`src/rtl/pbtl_map.svh`:
```
// register offsets, field positions and reset values of the trigger block
`ifndef PBTL_MAP_SVH
`define PBTL_MAP_SVH

// ============================================================
// register byte offsets
`define PBTL_OFS_PC_ADDR     8'h00
`define PBTL_OFS_PC_MASK     8'h04
`define PBTL_OFS_TRIG_DEF    8'h08
`define PBTL_OFS_DATA_VALUE  8'h0C
`define PBTL_OFS_DATA_MASK   8'h10
`define PBTL_OFS_RANGE_LOW   8'h14
`define PBTL_OFS_RANGE_HIGH  8'h18
`define PBTL_OFS_CFG_STATUS  8'h1C
`define PBTL_OFS_INT_STATUS  8'h20
`define PBTL_OFS_INT_MASK    8'h24

// ============================================================
// trigger definition: whole-register fields
`define PBTL_RSP_HI          31
`define PBTL_RSP_LO          30
`define PBTL_L2_COMBINE      15
`define PBTL_L1_COMBINE      14
`define PBTL_HALF_HI         31
`define PBTL_HALF_LO         16
`define PBTL_HALF_W          16

// ============================================================
// trigger definition: positions within one level half
`define PBTL_LV_ENABLE       13
`define PBTL_LV_DATA_LONG    12
`define PBTL_LV_DATA_LOWW    11
`define PBTL_LV_DATA_HIGHW   10
`define PBTL_LV_DATA_LL      9
`define PBTL_LV_DATA_LM      8
`define PBTL_LV_DATA_UM      7
`define PBTL_LV_DATA_UU      6
`define PBTL_LV_DATA_INV     5
`define PBTL_LV_ADDR_INV     4
`define PBTL_LV_ADDR_RANGE   3
`define PBTL_LV_ADDR_LOW     2
`define PBTL_LV_PC_EN        1
`define PBTL_LV_PC_INV       0

// ============================================================
// response codes and status layout
`define PBTL_RSP_REPORT      2'b00
`define PBTL_RSP_HALT        2'b01
`define PBTL_RSP_IRQ         2'b10
`define PBTL_LVL_CODE_1      2'b01
`define PBTL_LVL_CODE_2      2'b10
`define PBTL_ST_LEVEL1       0
`define PBTL_ST_DONE         1
`define PBTL_RST_WORD        32'h0000_0000
`define PBTL_RST_2B          2'b00

`endif

```
`src/rtl/pbtl_pkg.sv`:
```
// types shared by the breakpoint trigger block
package pbtl_pkg;

    typedef enum logic {
        PBTL_LVL_FIRST,
        PBTL_LVL_SECOND
    } pbtl_level_t;

endpackage

```
`src/rtl/pbtl_trigger.sv`:
```
// breakpoint trigger logic with its ahb-lite register slave
`timescale 1ns/1ps
`include "pbtl_map.svh"

module pbtl_trigger (
    // clock and reset
    input  wire logic        hclk,
    input  wire logic        hresetn,
    // ahb-lite slave
    input  wire logic        hsel,
    input  wire logic [31:0] haddr,
    input  wire logic [1:0]  htrans,
    input  wire logic        hwrite,
    input  wire logic [2:0]  hsize,
    input  wire logic [31:0] hwdata,
    input  wire logic        hready,
    output logic             hreadyout,
    output logic             hresp,
    output logic [31:0]      hrdata,
    // processor program counter
    input  wire logic [31:0] pc,
    input  wire logic        pc_valid,
    // processor local bus
    input  wire logic [31:0] bus_addr,
    input  wire logic [31:0] bus_data,
    input  wire logic        bus_valid,
    // trigger responses
    output logic [3:0]       debug_data_out,
    output logic             debug_data_valid,
    output logic             halt_request,
    output logic             debug_interrupt,
    // interrupt
    output logic             irq
);

    // ============================================================
    // state
    typedef struct packed {
        logic [31:0]         pc_breakpoint_address;
        logic [31:0]         pc_breakpoint_mask;
        logic [31:0]         trigger_definition;
        logic [31:0]         data_breakpoint_value;
        logic [31:0]         data_breakpoint_mask;
        logic [31:0]         address_range_low;
        logic [31:0]         address_range_high;
        logic [1:0]          breakpoint_trigger_status;
        pbtl_pkg::pbtl_level_t level;
        logic [1:0]          int_status;
        logic [1:0]          int_mask;
        logic                wr_pend;
        logic [7:0]          wr_ofs;
        logic [31:0]         rdata;
        logic [3:0]          dcode;
        logic                dcode_valid;
        logic                halt;
        logic                dbg_irq;
    } pbtl_state_t;

    pbtl_state_t r;
    pbtl_state_t next_r;

    logic        fire1;
    logic        fire2;
    logic        take;
    logic        complete;
    logic [1:0]  done_level;
    logic [1:0]  rsp_sel;
    logic        en1;
    logic        en2;

    // ============================================================
    // register read mux
    function automatic logic [31:0] read_mux(input pbtl_state_t s,
                                             input logic [7:0] ofs);
        logic [31:0] v;
        v = `PBTL_RST_WORD;
        case (ofs)
            `PBTL_OFS_PC_ADDR:    v = s.pc_breakpoint_address;
            `PBTL_OFS_PC_MASK:    v = s.pc_breakpoint_mask;
            `PBTL_OFS_TRIG_DEF:   v = s.trigger_definition;
            `PBTL_OFS_DATA_VALUE: v = s.data_breakpoint_value;
            `PBTL_OFS_DATA_MASK:  v = s.data_breakpoint_mask;
            `PBTL_OFS_RANGE_LOW:  v = s.address_range_low;
            `PBTL_OFS_RANGE_HIGH: v = s.address_range_high;
            `PBTL_OFS_CFG_STATUS: begin
                v[1:0] = s.breakpoint_trigger_status;
                v[2]   = (s.level == pbtl_pkg::PBTL_LVL_SECOND);
            end
            `PBTL_OFS_INT_STATUS: v[1:0] = s.int_status;
            `PBTL_OFS_INT_MASK:   v[1:0] = s.int_mask;
            default:              v = `PBTL_RST_WORD;
        endcase
        return v;
    endfunction

    // ============================================================
    // the two trigger levels
    pbtl_level_eval u_level1 (
        .cfg                   (r.trigger_definition[`PBTL_HALF_W-1:0]),
        .combine_or            (r.trigger_definition[`PBTL_L1_COMBINE]),
        .pc                    (pc),
        .pc_valid              (pc_valid),
        .pc_breakpoint_address (r.pc_breakpoint_address),
        .pc_breakpoint_mask    (r.pc_breakpoint_mask),
        .bus_addr              (bus_addr),
        .bus_data              (bus_data),
        .bus_valid             (bus_valid),
        .data_breakpoint_value (r.data_breakpoint_value),
        .data_breakpoint_mask  (r.data_breakpoint_mask),
        .address_range_low     (r.address_range_low),
        .address_range_high    (r.address_range_high),
        .fire                  (fire1)
    );

    pbtl_level_eval u_level2 (
        .cfg                   (r.trigger_definition[`PBTL_HALF_HI:`PBTL_HALF_LO]),
        .combine_or            (r.trigger_definition[`PBTL_L2_COMBINE]),
        .pc                    (pc),
        .pc_valid              (pc_valid),
        .pc_breakpoint_address (r.pc_breakpoint_address),
        .pc_breakpoint_mask    (r.pc_breakpoint_mask),
        .bus_addr              (bus_addr),
        .bus_data              (bus_data),
        .bus_valid             (bus_valid),
        .data_breakpoint_value (r.data_breakpoint_value),
        .data_breakpoint_mask  (r.data_breakpoint_mask),
        .address_range_low     (r.address_range_low),
        .address_range_high    (r.address_range_high),
        .fire                  (fire2)
    );

    // ============================================================
    // next state
    always_comb begin
        next_r = r;
        take   = hsel && hready && htrans[1];
        en1    = r.trigger_definition[`PBTL_LV_ENABLE];
        en2    = r.trigger_definition[`PBTL_HALF_LO + `PBTL_LV_ENABLE];
        rsp_sel = r.trigger_definition[`PBTL_RSP_HI:`PBTL_RSP_LO];
        complete   = 1'b0;
        done_level = `PBTL_RST_2B;

        // --- bus data phase: writes land one cycle after address
        if (r.wr_pend) begin
            case (r.wr_ofs)
                `PBTL_OFS_PC_ADDR:
                    next_r.pc_breakpoint_address = hwdata;
                `PBTL_OFS_PC_MASK:
                    next_r.pc_breakpoint_mask = hwdata;
                `PBTL_OFS_TRIG_DEF: begin
                    next_r.trigger_definition = hwdata;
                    next_r.breakpoint_trigger_status = `PBTL_RST_2B;
                    next_r.level = pbtl_pkg::PBTL_LVL_FIRST;
                end
                `PBTL_OFS_DATA_VALUE:
                    next_r.data_breakpoint_value = hwdata;
                `PBTL_OFS_DATA_MASK:
                    next_r.data_breakpoint_mask = hwdata;
                `PBTL_OFS_RANGE_LOW:
                    next_r.address_range_low = hwdata;
                `PBTL_OFS_RANGE_HIGH:
                    next_r.address_range_high = hwdata;
                `PBTL_OFS_INT_STATUS:
                    next_r.int_status = r.int_status & ~hwdata[1:0];
                `PBTL_OFS_INT_MASK:
                    next_r.int_mask = hwdata[1:0];
                default: begin
                end
            endcase
        end
        next_r.wr_pend = take && hwrite;
        next_r.wr_ofs  = haddr[7:0];

        // --- trigger sequencing; only the registered config is used,
        // so a half-loaded set can still fire until software disables
        // the levels first
        next_r.dcode_valid = 1'b0;
        next_r.halt        = 1'b0;
        next_r.dbg_irq     = 1'b0;
        case (r.level)
            pbtl_pkg::PBTL_LVL_FIRST: begin
                if (fire1 && en2) begin
                    next_r.level = pbtl_pkg::PBTL_LVL_SECOND;
                    next_r.breakpoint_trigger_status[`PBTL_ST_LEVEL1] = 1'b1;
                    next_r.int_status[`PBTL_ST_LEVEL1] = 1'b1;
                end else if (fire1) begin
                    complete   = 1'b1;
                    done_level = `PBTL_LVL_CODE_1;
                end else if (!en1 && fire2) begin
                    complete   = 1'b1;
                    done_level = `PBTL_LVL_CODE_2;
                end
            end
            pbtl_pkg::PBTL_LVL_SECOND: begin
                if (!en2) begin
                    next_r.level = pbtl_pkg::PBTL_LVL_FIRST;
                end else if (fire2) begin
                    complete     = 1'b1;
                    done_level   = `PBTL_LVL_CODE_2;
                    next_r.level = pbtl_pkg::PBTL_LVL_FIRST;
                end
            end
            default: begin
                next_r.level = pbtl_pkg::PBTL_LVL_FIRST;
            end
        endcase

        // a hit in the same cycle as a clear is kept
        if (complete) begin
            next_r.breakpoint_trigger_status[`PBTL_ST_DONE] = 1'b1;
            next_r.int_status[`PBTL_ST_DONE] = 1'b1;
            next_r.dcode       = {done_level, rsp_sel};
            next_r.dcode_valid = 1'b1;
            case (rsp_sel)
                `PBTL_RSP_HALT: next_r.halt    = 1'b1;
                `PBTL_RSP_IRQ:  next_r.dbg_irq = 1'b1;
                default: begin
                end
            endcase
        end

        // read data taken from the post-write view, so a read that
        // follows a write back to back sees the new value
        next_r.rdata = r.rdata;
        if (take && !hwrite) begin
            next_r.rdata = read_mux(next_r, haddr[7:0]);
        end
    end

    // ============================================================
    // registers
    always_ff @(posedge hclk or negedge hresetn) begin
        if (!hresetn) begin
            r.pc_breakpoint_address     <= `PBTL_RST_WORD;
            r.pc_breakpoint_mask        <= `PBTL_RST_WORD;
            r.trigger_definition        <= `PBTL_RST_WORD;
            r.data_breakpoint_value     <= `PBTL_RST_WORD;
            r.data_breakpoint_mask      <= `PBTL_RST_WORD;
            r.address_range_low         <= `PBTL_RST_WORD;
            r.address_range_high        <= `PBTL_RST_WORD;
            r.breakpoint_trigger_status <= `PBTL_RST_2B;
            r.level                     <= pbtl_pkg::PBTL_LVL_FIRST;
            r.int_status                <= `PBTL_RST_2B;
            r.int_mask                  <= `PBTL_RST_2B;
            r.wr_pend                   <= 1'b0;
            r.wr_ofs                    <= 8'h00;
            r.rdata                     <= `PBTL_RST_WORD;
            r.dcode                     <= 4'h0;
            r.dcode_valid               <= 1'b0;
            r.halt                      <= 1'b0;
            r.dbg_irq                   <= 1'b0;
        end else begin
            r <= next_r;
        end
    end

    // ============================================================
    // outputs
    assign hreadyout        = 1'b1;
    assign hresp            = 1'b0;
    assign hrdata           = r.rdata;
    assign debug_data_out   = r.dcode;
    assign debug_data_valid = r.dcode_valid;
    assign halt_request     = r.halt;
    assign debug_interrupt  = r.dbg_irq;
    assign irq              = |(r.int_status & r.int_mask);

endmodule

```
`src/rtl/pbtl_level_eval.sv`:
```
// one trigger level: pc, address range and data conditions combined
`timescale 1ns/1ps
`include "pbtl_map.svh"

module pbtl_level_eval (
    // level configuration
    input  wire logic [15:0] cfg,
    input  wire logic        combine_or,
    // program counter side
    input  wire logic [31:0] pc,
    input  wire logic        pc_valid,
    input  wire logic [31:0] pc_breakpoint_address,
    input  wire logic [31:0] pc_breakpoint_mask,
    // local bus side
    input  wire logic [31:0] bus_addr,
    input  wire logic [31:0] bus_data,
    input  wire logic        bus_valid,
    input  wire logic [31:0] data_breakpoint_value,
    input  wire logic [31:0] data_breakpoint_mask,
    input  wire logic [31:0] address_range_low,
    input  wire logic [31:0] address_range_high,
    // result
    output logic             fire
);
    logic        pc_en;
    logic        pc_cond;
    logic        addr_en;
    logic        addr_cond;
    logic        data_en;
    logic        data_cond;
    logic [31:0] lane;
    logic        in_range;
    logic        ad_term;

    always_comb begin
        // masked bits drop out of the pc compare
        pc_en   = cfg[`PBTL_LV_PC_EN];
        pc_cond = pc_valid && (((pc ^ pc_breakpoint_address)
                  & ~pc_breakpoint_mask) == `PBTL_RST_WORD);
        pc_cond = pc_cond ^ cfg[`PBTL_LV_PC_INV];
        pc_cond = pc_cond && pc_valid;

        in_range  = (bus_addr >= address_range_low)
                    && (bus_addr <= address_range_high);
        addr_en   = cfg[`PBTL_LV_ADDR_INV] | cfg[`PBTL_LV_ADDR_RANGE]
                    | cfg[`PBTL_LV_ADDR_LOW];
        addr_cond = bus_valid && (
            (cfg[`PBTL_LV_ADDR_LOW] && (bus_addr == address_range_low))
            || (cfg[`PBTL_LV_ADDR_RANGE] && in_range)
            || (cfg[`PBTL_LV_ADDR_INV] && !in_range));

        // byte lanes that take part in the data compare
        lane = {32{cfg[`PBTL_LV_DATA_LONG]}};
        lane[15:0]  = lane[15:0]  | {16{cfg[`PBTL_LV_DATA_LOWW]}};
        lane[31:16] = lane[31:16] | {16{cfg[`PBTL_LV_DATA_HIGHW]}};
        lane[7:0]   = lane[7:0]   | {8{cfg[`PBTL_LV_DATA_LL]}};
        lane[15:8]  = lane[15:8]  | {8{cfg[`PBTL_LV_DATA_LM]}};
        lane[23:16] = lane[23:16] | {8{cfg[`PBTL_LV_DATA_UM]}};
        lane[31:24] = lane[31:24] | {8{cfg[`PBTL_LV_DATA_UU]}};
        data_en   = |cfg[`PBTL_LV_DATA_LONG:`PBTL_LV_DATA_UU];
        data_cond = (((bus_data ^ data_breakpoint_value)
                    & ~data_breakpoint_mask & lane) == `PBTL_RST_WORD);
        data_cond = bus_valid
                    && (data_cond ^ cfg[`PBTL_LV_DATA_INV]);

        // a disabled condition is a don't-care inside the and-term
        ad_term = (addr_en || data_en)
                  && (!addr_en || addr_cond)
                  && (!data_en || data_cond);
        if (combine_or) begin
            fire = (pc_en && pc_cond) || ad_term;
        end else begin
            fire = (pc_en || addr_en || data_en)
                   && (!pc_en || pc_cond)
                   && (!addr_en || addr_cond)
                   && (!data_en || data_cond);
        end
        fire = fire && cfg[`PBTL_LV_ENABLE];
    end

endmodule

```
`config.mk`:
```
export PLATFORM = sky130hd
export DESIGN_NAME = pbtl_trigger
export DESIGN_NICKNAME = d
export VERILOG_FILES = /design/src/rtl/pbtl_pkg.sv /design/src/rtl/pbtl_trigger.sv /design/src/rtl/pbtl_level_eval.sv
export VERILOG_INCLUDE_DIRS = /design/src /design/src/rtl
export SDC_FILE = /design/constraint.sdc
export NUM_CORES = 1
export LEC_CHECK = 0
export BUFFER_PORTS_ARGS = -buffer_cell sky130_fd_sc_hd__buf_2
export CORE_MARGIN = 2
export CORE_UTILIZATION = 50
export CTS_CLUSTER_DIAMETER = 120
export DETAILED_ROUTE_END_ITERATION = 10
export PLACE_DENSITY = 0.71
export SYNTH_ARGS = -nofsm -noshare
export SYNTH_HDL_FRONTEND = slang
export SYNTH_SLANG_ARGS = --single-unit
```
`constraint.sdc`:
```
create_clock -name hclk -period 4.8 [get_ports hclk]
set_input_delay 0.48 -clock hclk [delete_from_list [all_inputs] [get_ports hclk]]
set_output_delay 0.48 -clock hclk [all_outputs]
set_load 0.05 [all_outputs]
```
==> impl_metrics.toml <==
[run_status]
outcome = "finished, final reports clean"

[power]
vdd_drop_max_uv = 245
leakagePower_nw = 8.28
p_per_area_nw_per_um2 = 311

[grt]
antenna_found_initial = 2
grt_start_max_net_pins = 131
grt_pass1_wl_um = 67700
grt_pass1_vias = 11600
gr-usage-all-layers = 0.285
overflow = 0

[place]
port_buffers = 183
dp_hpwl_um = 33300
gp_routability_congestion = 0.919

[timing]
relSlewSlack = 0.192
whs_ns = 0.0556
skew_ns = 0.00903
setup_viol = 0
fin_setup_tns_ns = 0
max_freq_mhz = 284
min_period_ns = 3.52
slew_violations = 0
rsz0062_at_grt = "false"
tightest_slew_ns = 1.21
hold_violations = 0
fin_crit_sh = 0.733

[logic_synthesis]
ys.flop_type = "dfrtp_1"
avgSynthCellArea_um2 = 11.0
synth_edf_count = 0
synthesis.nets = 1604
yosysTopAreaCell = "dfrtp_1"
ys_ff_latch = 279
synth_area_leaders = "dfrtp_1 (46%), mux2_2 (16%), ha_1 (5.3%), xnor2_1 (3.8%), nand2_1 (3.7%)"
yosysSeqAreaShare = 0.463
synth_area_um2 = 15100
synth_async_sr_flop_share = 1.00
syn_inst = 1368
yosysWarningCount = 0
ys_types = 71
netlist.area_leader.share = 0.463

[setup_path]
crit_required_ns = 5.22
critPathLaunchType = "register"
critical_path_class = "reg2reg"
cpMaxStageDelayCell = "o41ai_1"
worstSetupEndpointType = "register"
crit_chain = "xnor2_1, o22ai_1, o41ai_1, nand4_1, nor4_2, xnor2_1, o21ai_1, a31o_1, a22oi_4, mux2_4"
crit_family = "compound AO/OA/AOI/OAI gates"
worstPathMaxFanout = 8
cp_common_cell = "xnor2_1"
cp_data_arrival_time_ns = 3.94
worst-path-buf-inv = 0
cpPeakStageDelay_ns = 0.77

[finish]
n_antenna_cell = 0
fill_cells = 2582
layout_common_cells = "dfrtp_1 (279), mux2_2 (212), buf_2 (182)"
layout.nets = 1738
area_growth_pct = 13.4
layout_commonest_cell = "dfrtp_1"
drive_gt1_frac = 0.330

[clocking]
clock-sinks = 279
cts_hold_buf = 0
clk_path_buf_depth = 3
root_buffer = "clkbuf_16"
postCtsSetupRepairBufs = 0
cts_buffers = 28
path_clk_slew_ns = 0.07
clock_latency_ns = 0.54
cts_resized = 0
cts_max_level = 1
cts_tree = "done"

[routing]
wl_um = 44500
wl_per_cell_um = 23.2
wl_met1_um = 19700
vias_per_cell = 5.93
drcViolationCount = 0
drt_iter0_drc = 788
wl_met3_um = 3200
dr.pass1.iters = 6
wl_met2_um = 20400
ant_nets = 0
top_layer_used = "met5"
vias = 11300

[die]
core-area_um2 = 29600
dieArea_um2 = 31600
rows = 63
die_width_um = 178
die_h_um = 178
boundaryPins = 214
start_util = 0.509

[flow_run]
maxCapViolCount = 0

[hold_path]
holdCritPathClass = "in2async"
[kinds of logic (layout without fill, tap and decap cells)]
group,count (synthesis),count (layout),share of synthesized area
other,2,2,0.000498
adder cells (fa/ha/maj),64,64,0.0531
multiplexers,220,220,0.165
flip-flops,279,279,0.463
AND/OR/NAND/NOR,299,299,0.0968
buffers and inverters,168,323,0.0518
XOR/XNOR,66,66,0.0383
AO/OA/AOI/OAI,270,270,0.132
[sequential cells by signal, indices dropped and copies added (netlist names)]
register	count
r	238
hrdata	32
debug_data_out	4
debug_data_valid	1
debug_interrupt	1
en1	1
en2	1
halt_request	1
[layout make-up]
cell class                      count  area (um2)  share of cell area
Inverter                           73         274              0.0160
Sequential cell                   279        6980               0.408
Multi-Input combinational cell    921        7340               0.429
Tap cell                          390         488              0.0285
Clock inverter                      7         110             0.00644
Clock buffer                       44         852              0.0498
Timing Repair Buffer              199        1060              0.0619
[worst register-to-register path, cell delays in order, from the launching register on]
cell and delay, ns:
dfrtp_1 0.39, xnor2_1 0.16, o22ai_1 0.15, o41ai_1 0.77, nand4_1 0.25, nor4_2 0.40
xnor2_1 0.20, o21ai_1 0.12, a31o_1 0.27, a22oi_4 0.36, mux2_4 0.34
[worst paths after layout]
kind | endpoint | cells past startpoint | from | slack, ns
max | debug_data_out[1]$_DFFE_PN0P_ | 10 | r[180]$_DFF_PN0_ | 1.28
min | hrdata[16]$_DFFE_PN0P_ | 1 | hresetn | 0.06
max reg2reg | debug_data_out[1]$_DFFE_PN0P_ | 10 | r[180]$_DFF_PN0_ | 1.28
min reg2reg | hrdata[30]$_DFFE_PN0P_ | 1 | hrdata[30]$_DFFE_PN0P_ | 0.47
max in group asynchronous | r[170]$_DFF_PN0_ | 2 | hresetn | 3.53
min in group hclk | r[39]$_DFF_PN0_ | 1 | haddr[0] | 0.11
[power by group]
group	switching, W	leakage, nW	internal (W)
Clock	0.000907	0.475	0.00137
Combinational	0.000344	4.29	0.000216
Sequential	0.0000487	3.51	0.00242
[per-stage QoR]
step	total power [W]	cell area, um2	instances	utilization	setup slack, ns
finish	0.00531	17100	1913	0.577	1.28
global route	0.00551	17100	1913	0.577	1.10
CTS	0.00534	17100	1913	0.577	1.34
detailed placement	0.00307	16100	1862	0.544	1.14
global placement	0.00305	16100	1862	0.544	1.16
floorplan	0.00280	15100	1368	-	1.80
[routing by layer]
metal  vias up  GRT usage
li1       5158          -
met1      5718      0.404
met2       405      0.448
met3        65     0.0533
met4         2     0.0799
met5         -          0
[Yosys cell counts (3+ instances only)]
cell	instances
buf_4	38
o41ai_1	4
clkbuf_1	40
o22ai_1	33
o21ai_0	22
nor2_1	28
and4b_1	3
a21boi_0	4
nand2_1	148
nor4_2	5
nor4_1	8
a21o_1	32
a21oi_1	39
nand4_1	14
nand3_1	32
inv_1	73
nor3_1	18
xnor2_1	66
a22o_1	5
nor3b_1	4
and2_1	7
buf_2	7
nor2b_1	6
dfrtp_1	279
mux2_2	212
nand2b_1	5
a22oi_1	61
buf_1	10
and3_1	11
o21ba_2	19
mux2_1	4
ha_1	64
a21bo_2	7
a211oi_1	3
a221oi_1	11
Power figures use the tool's default switching activity.
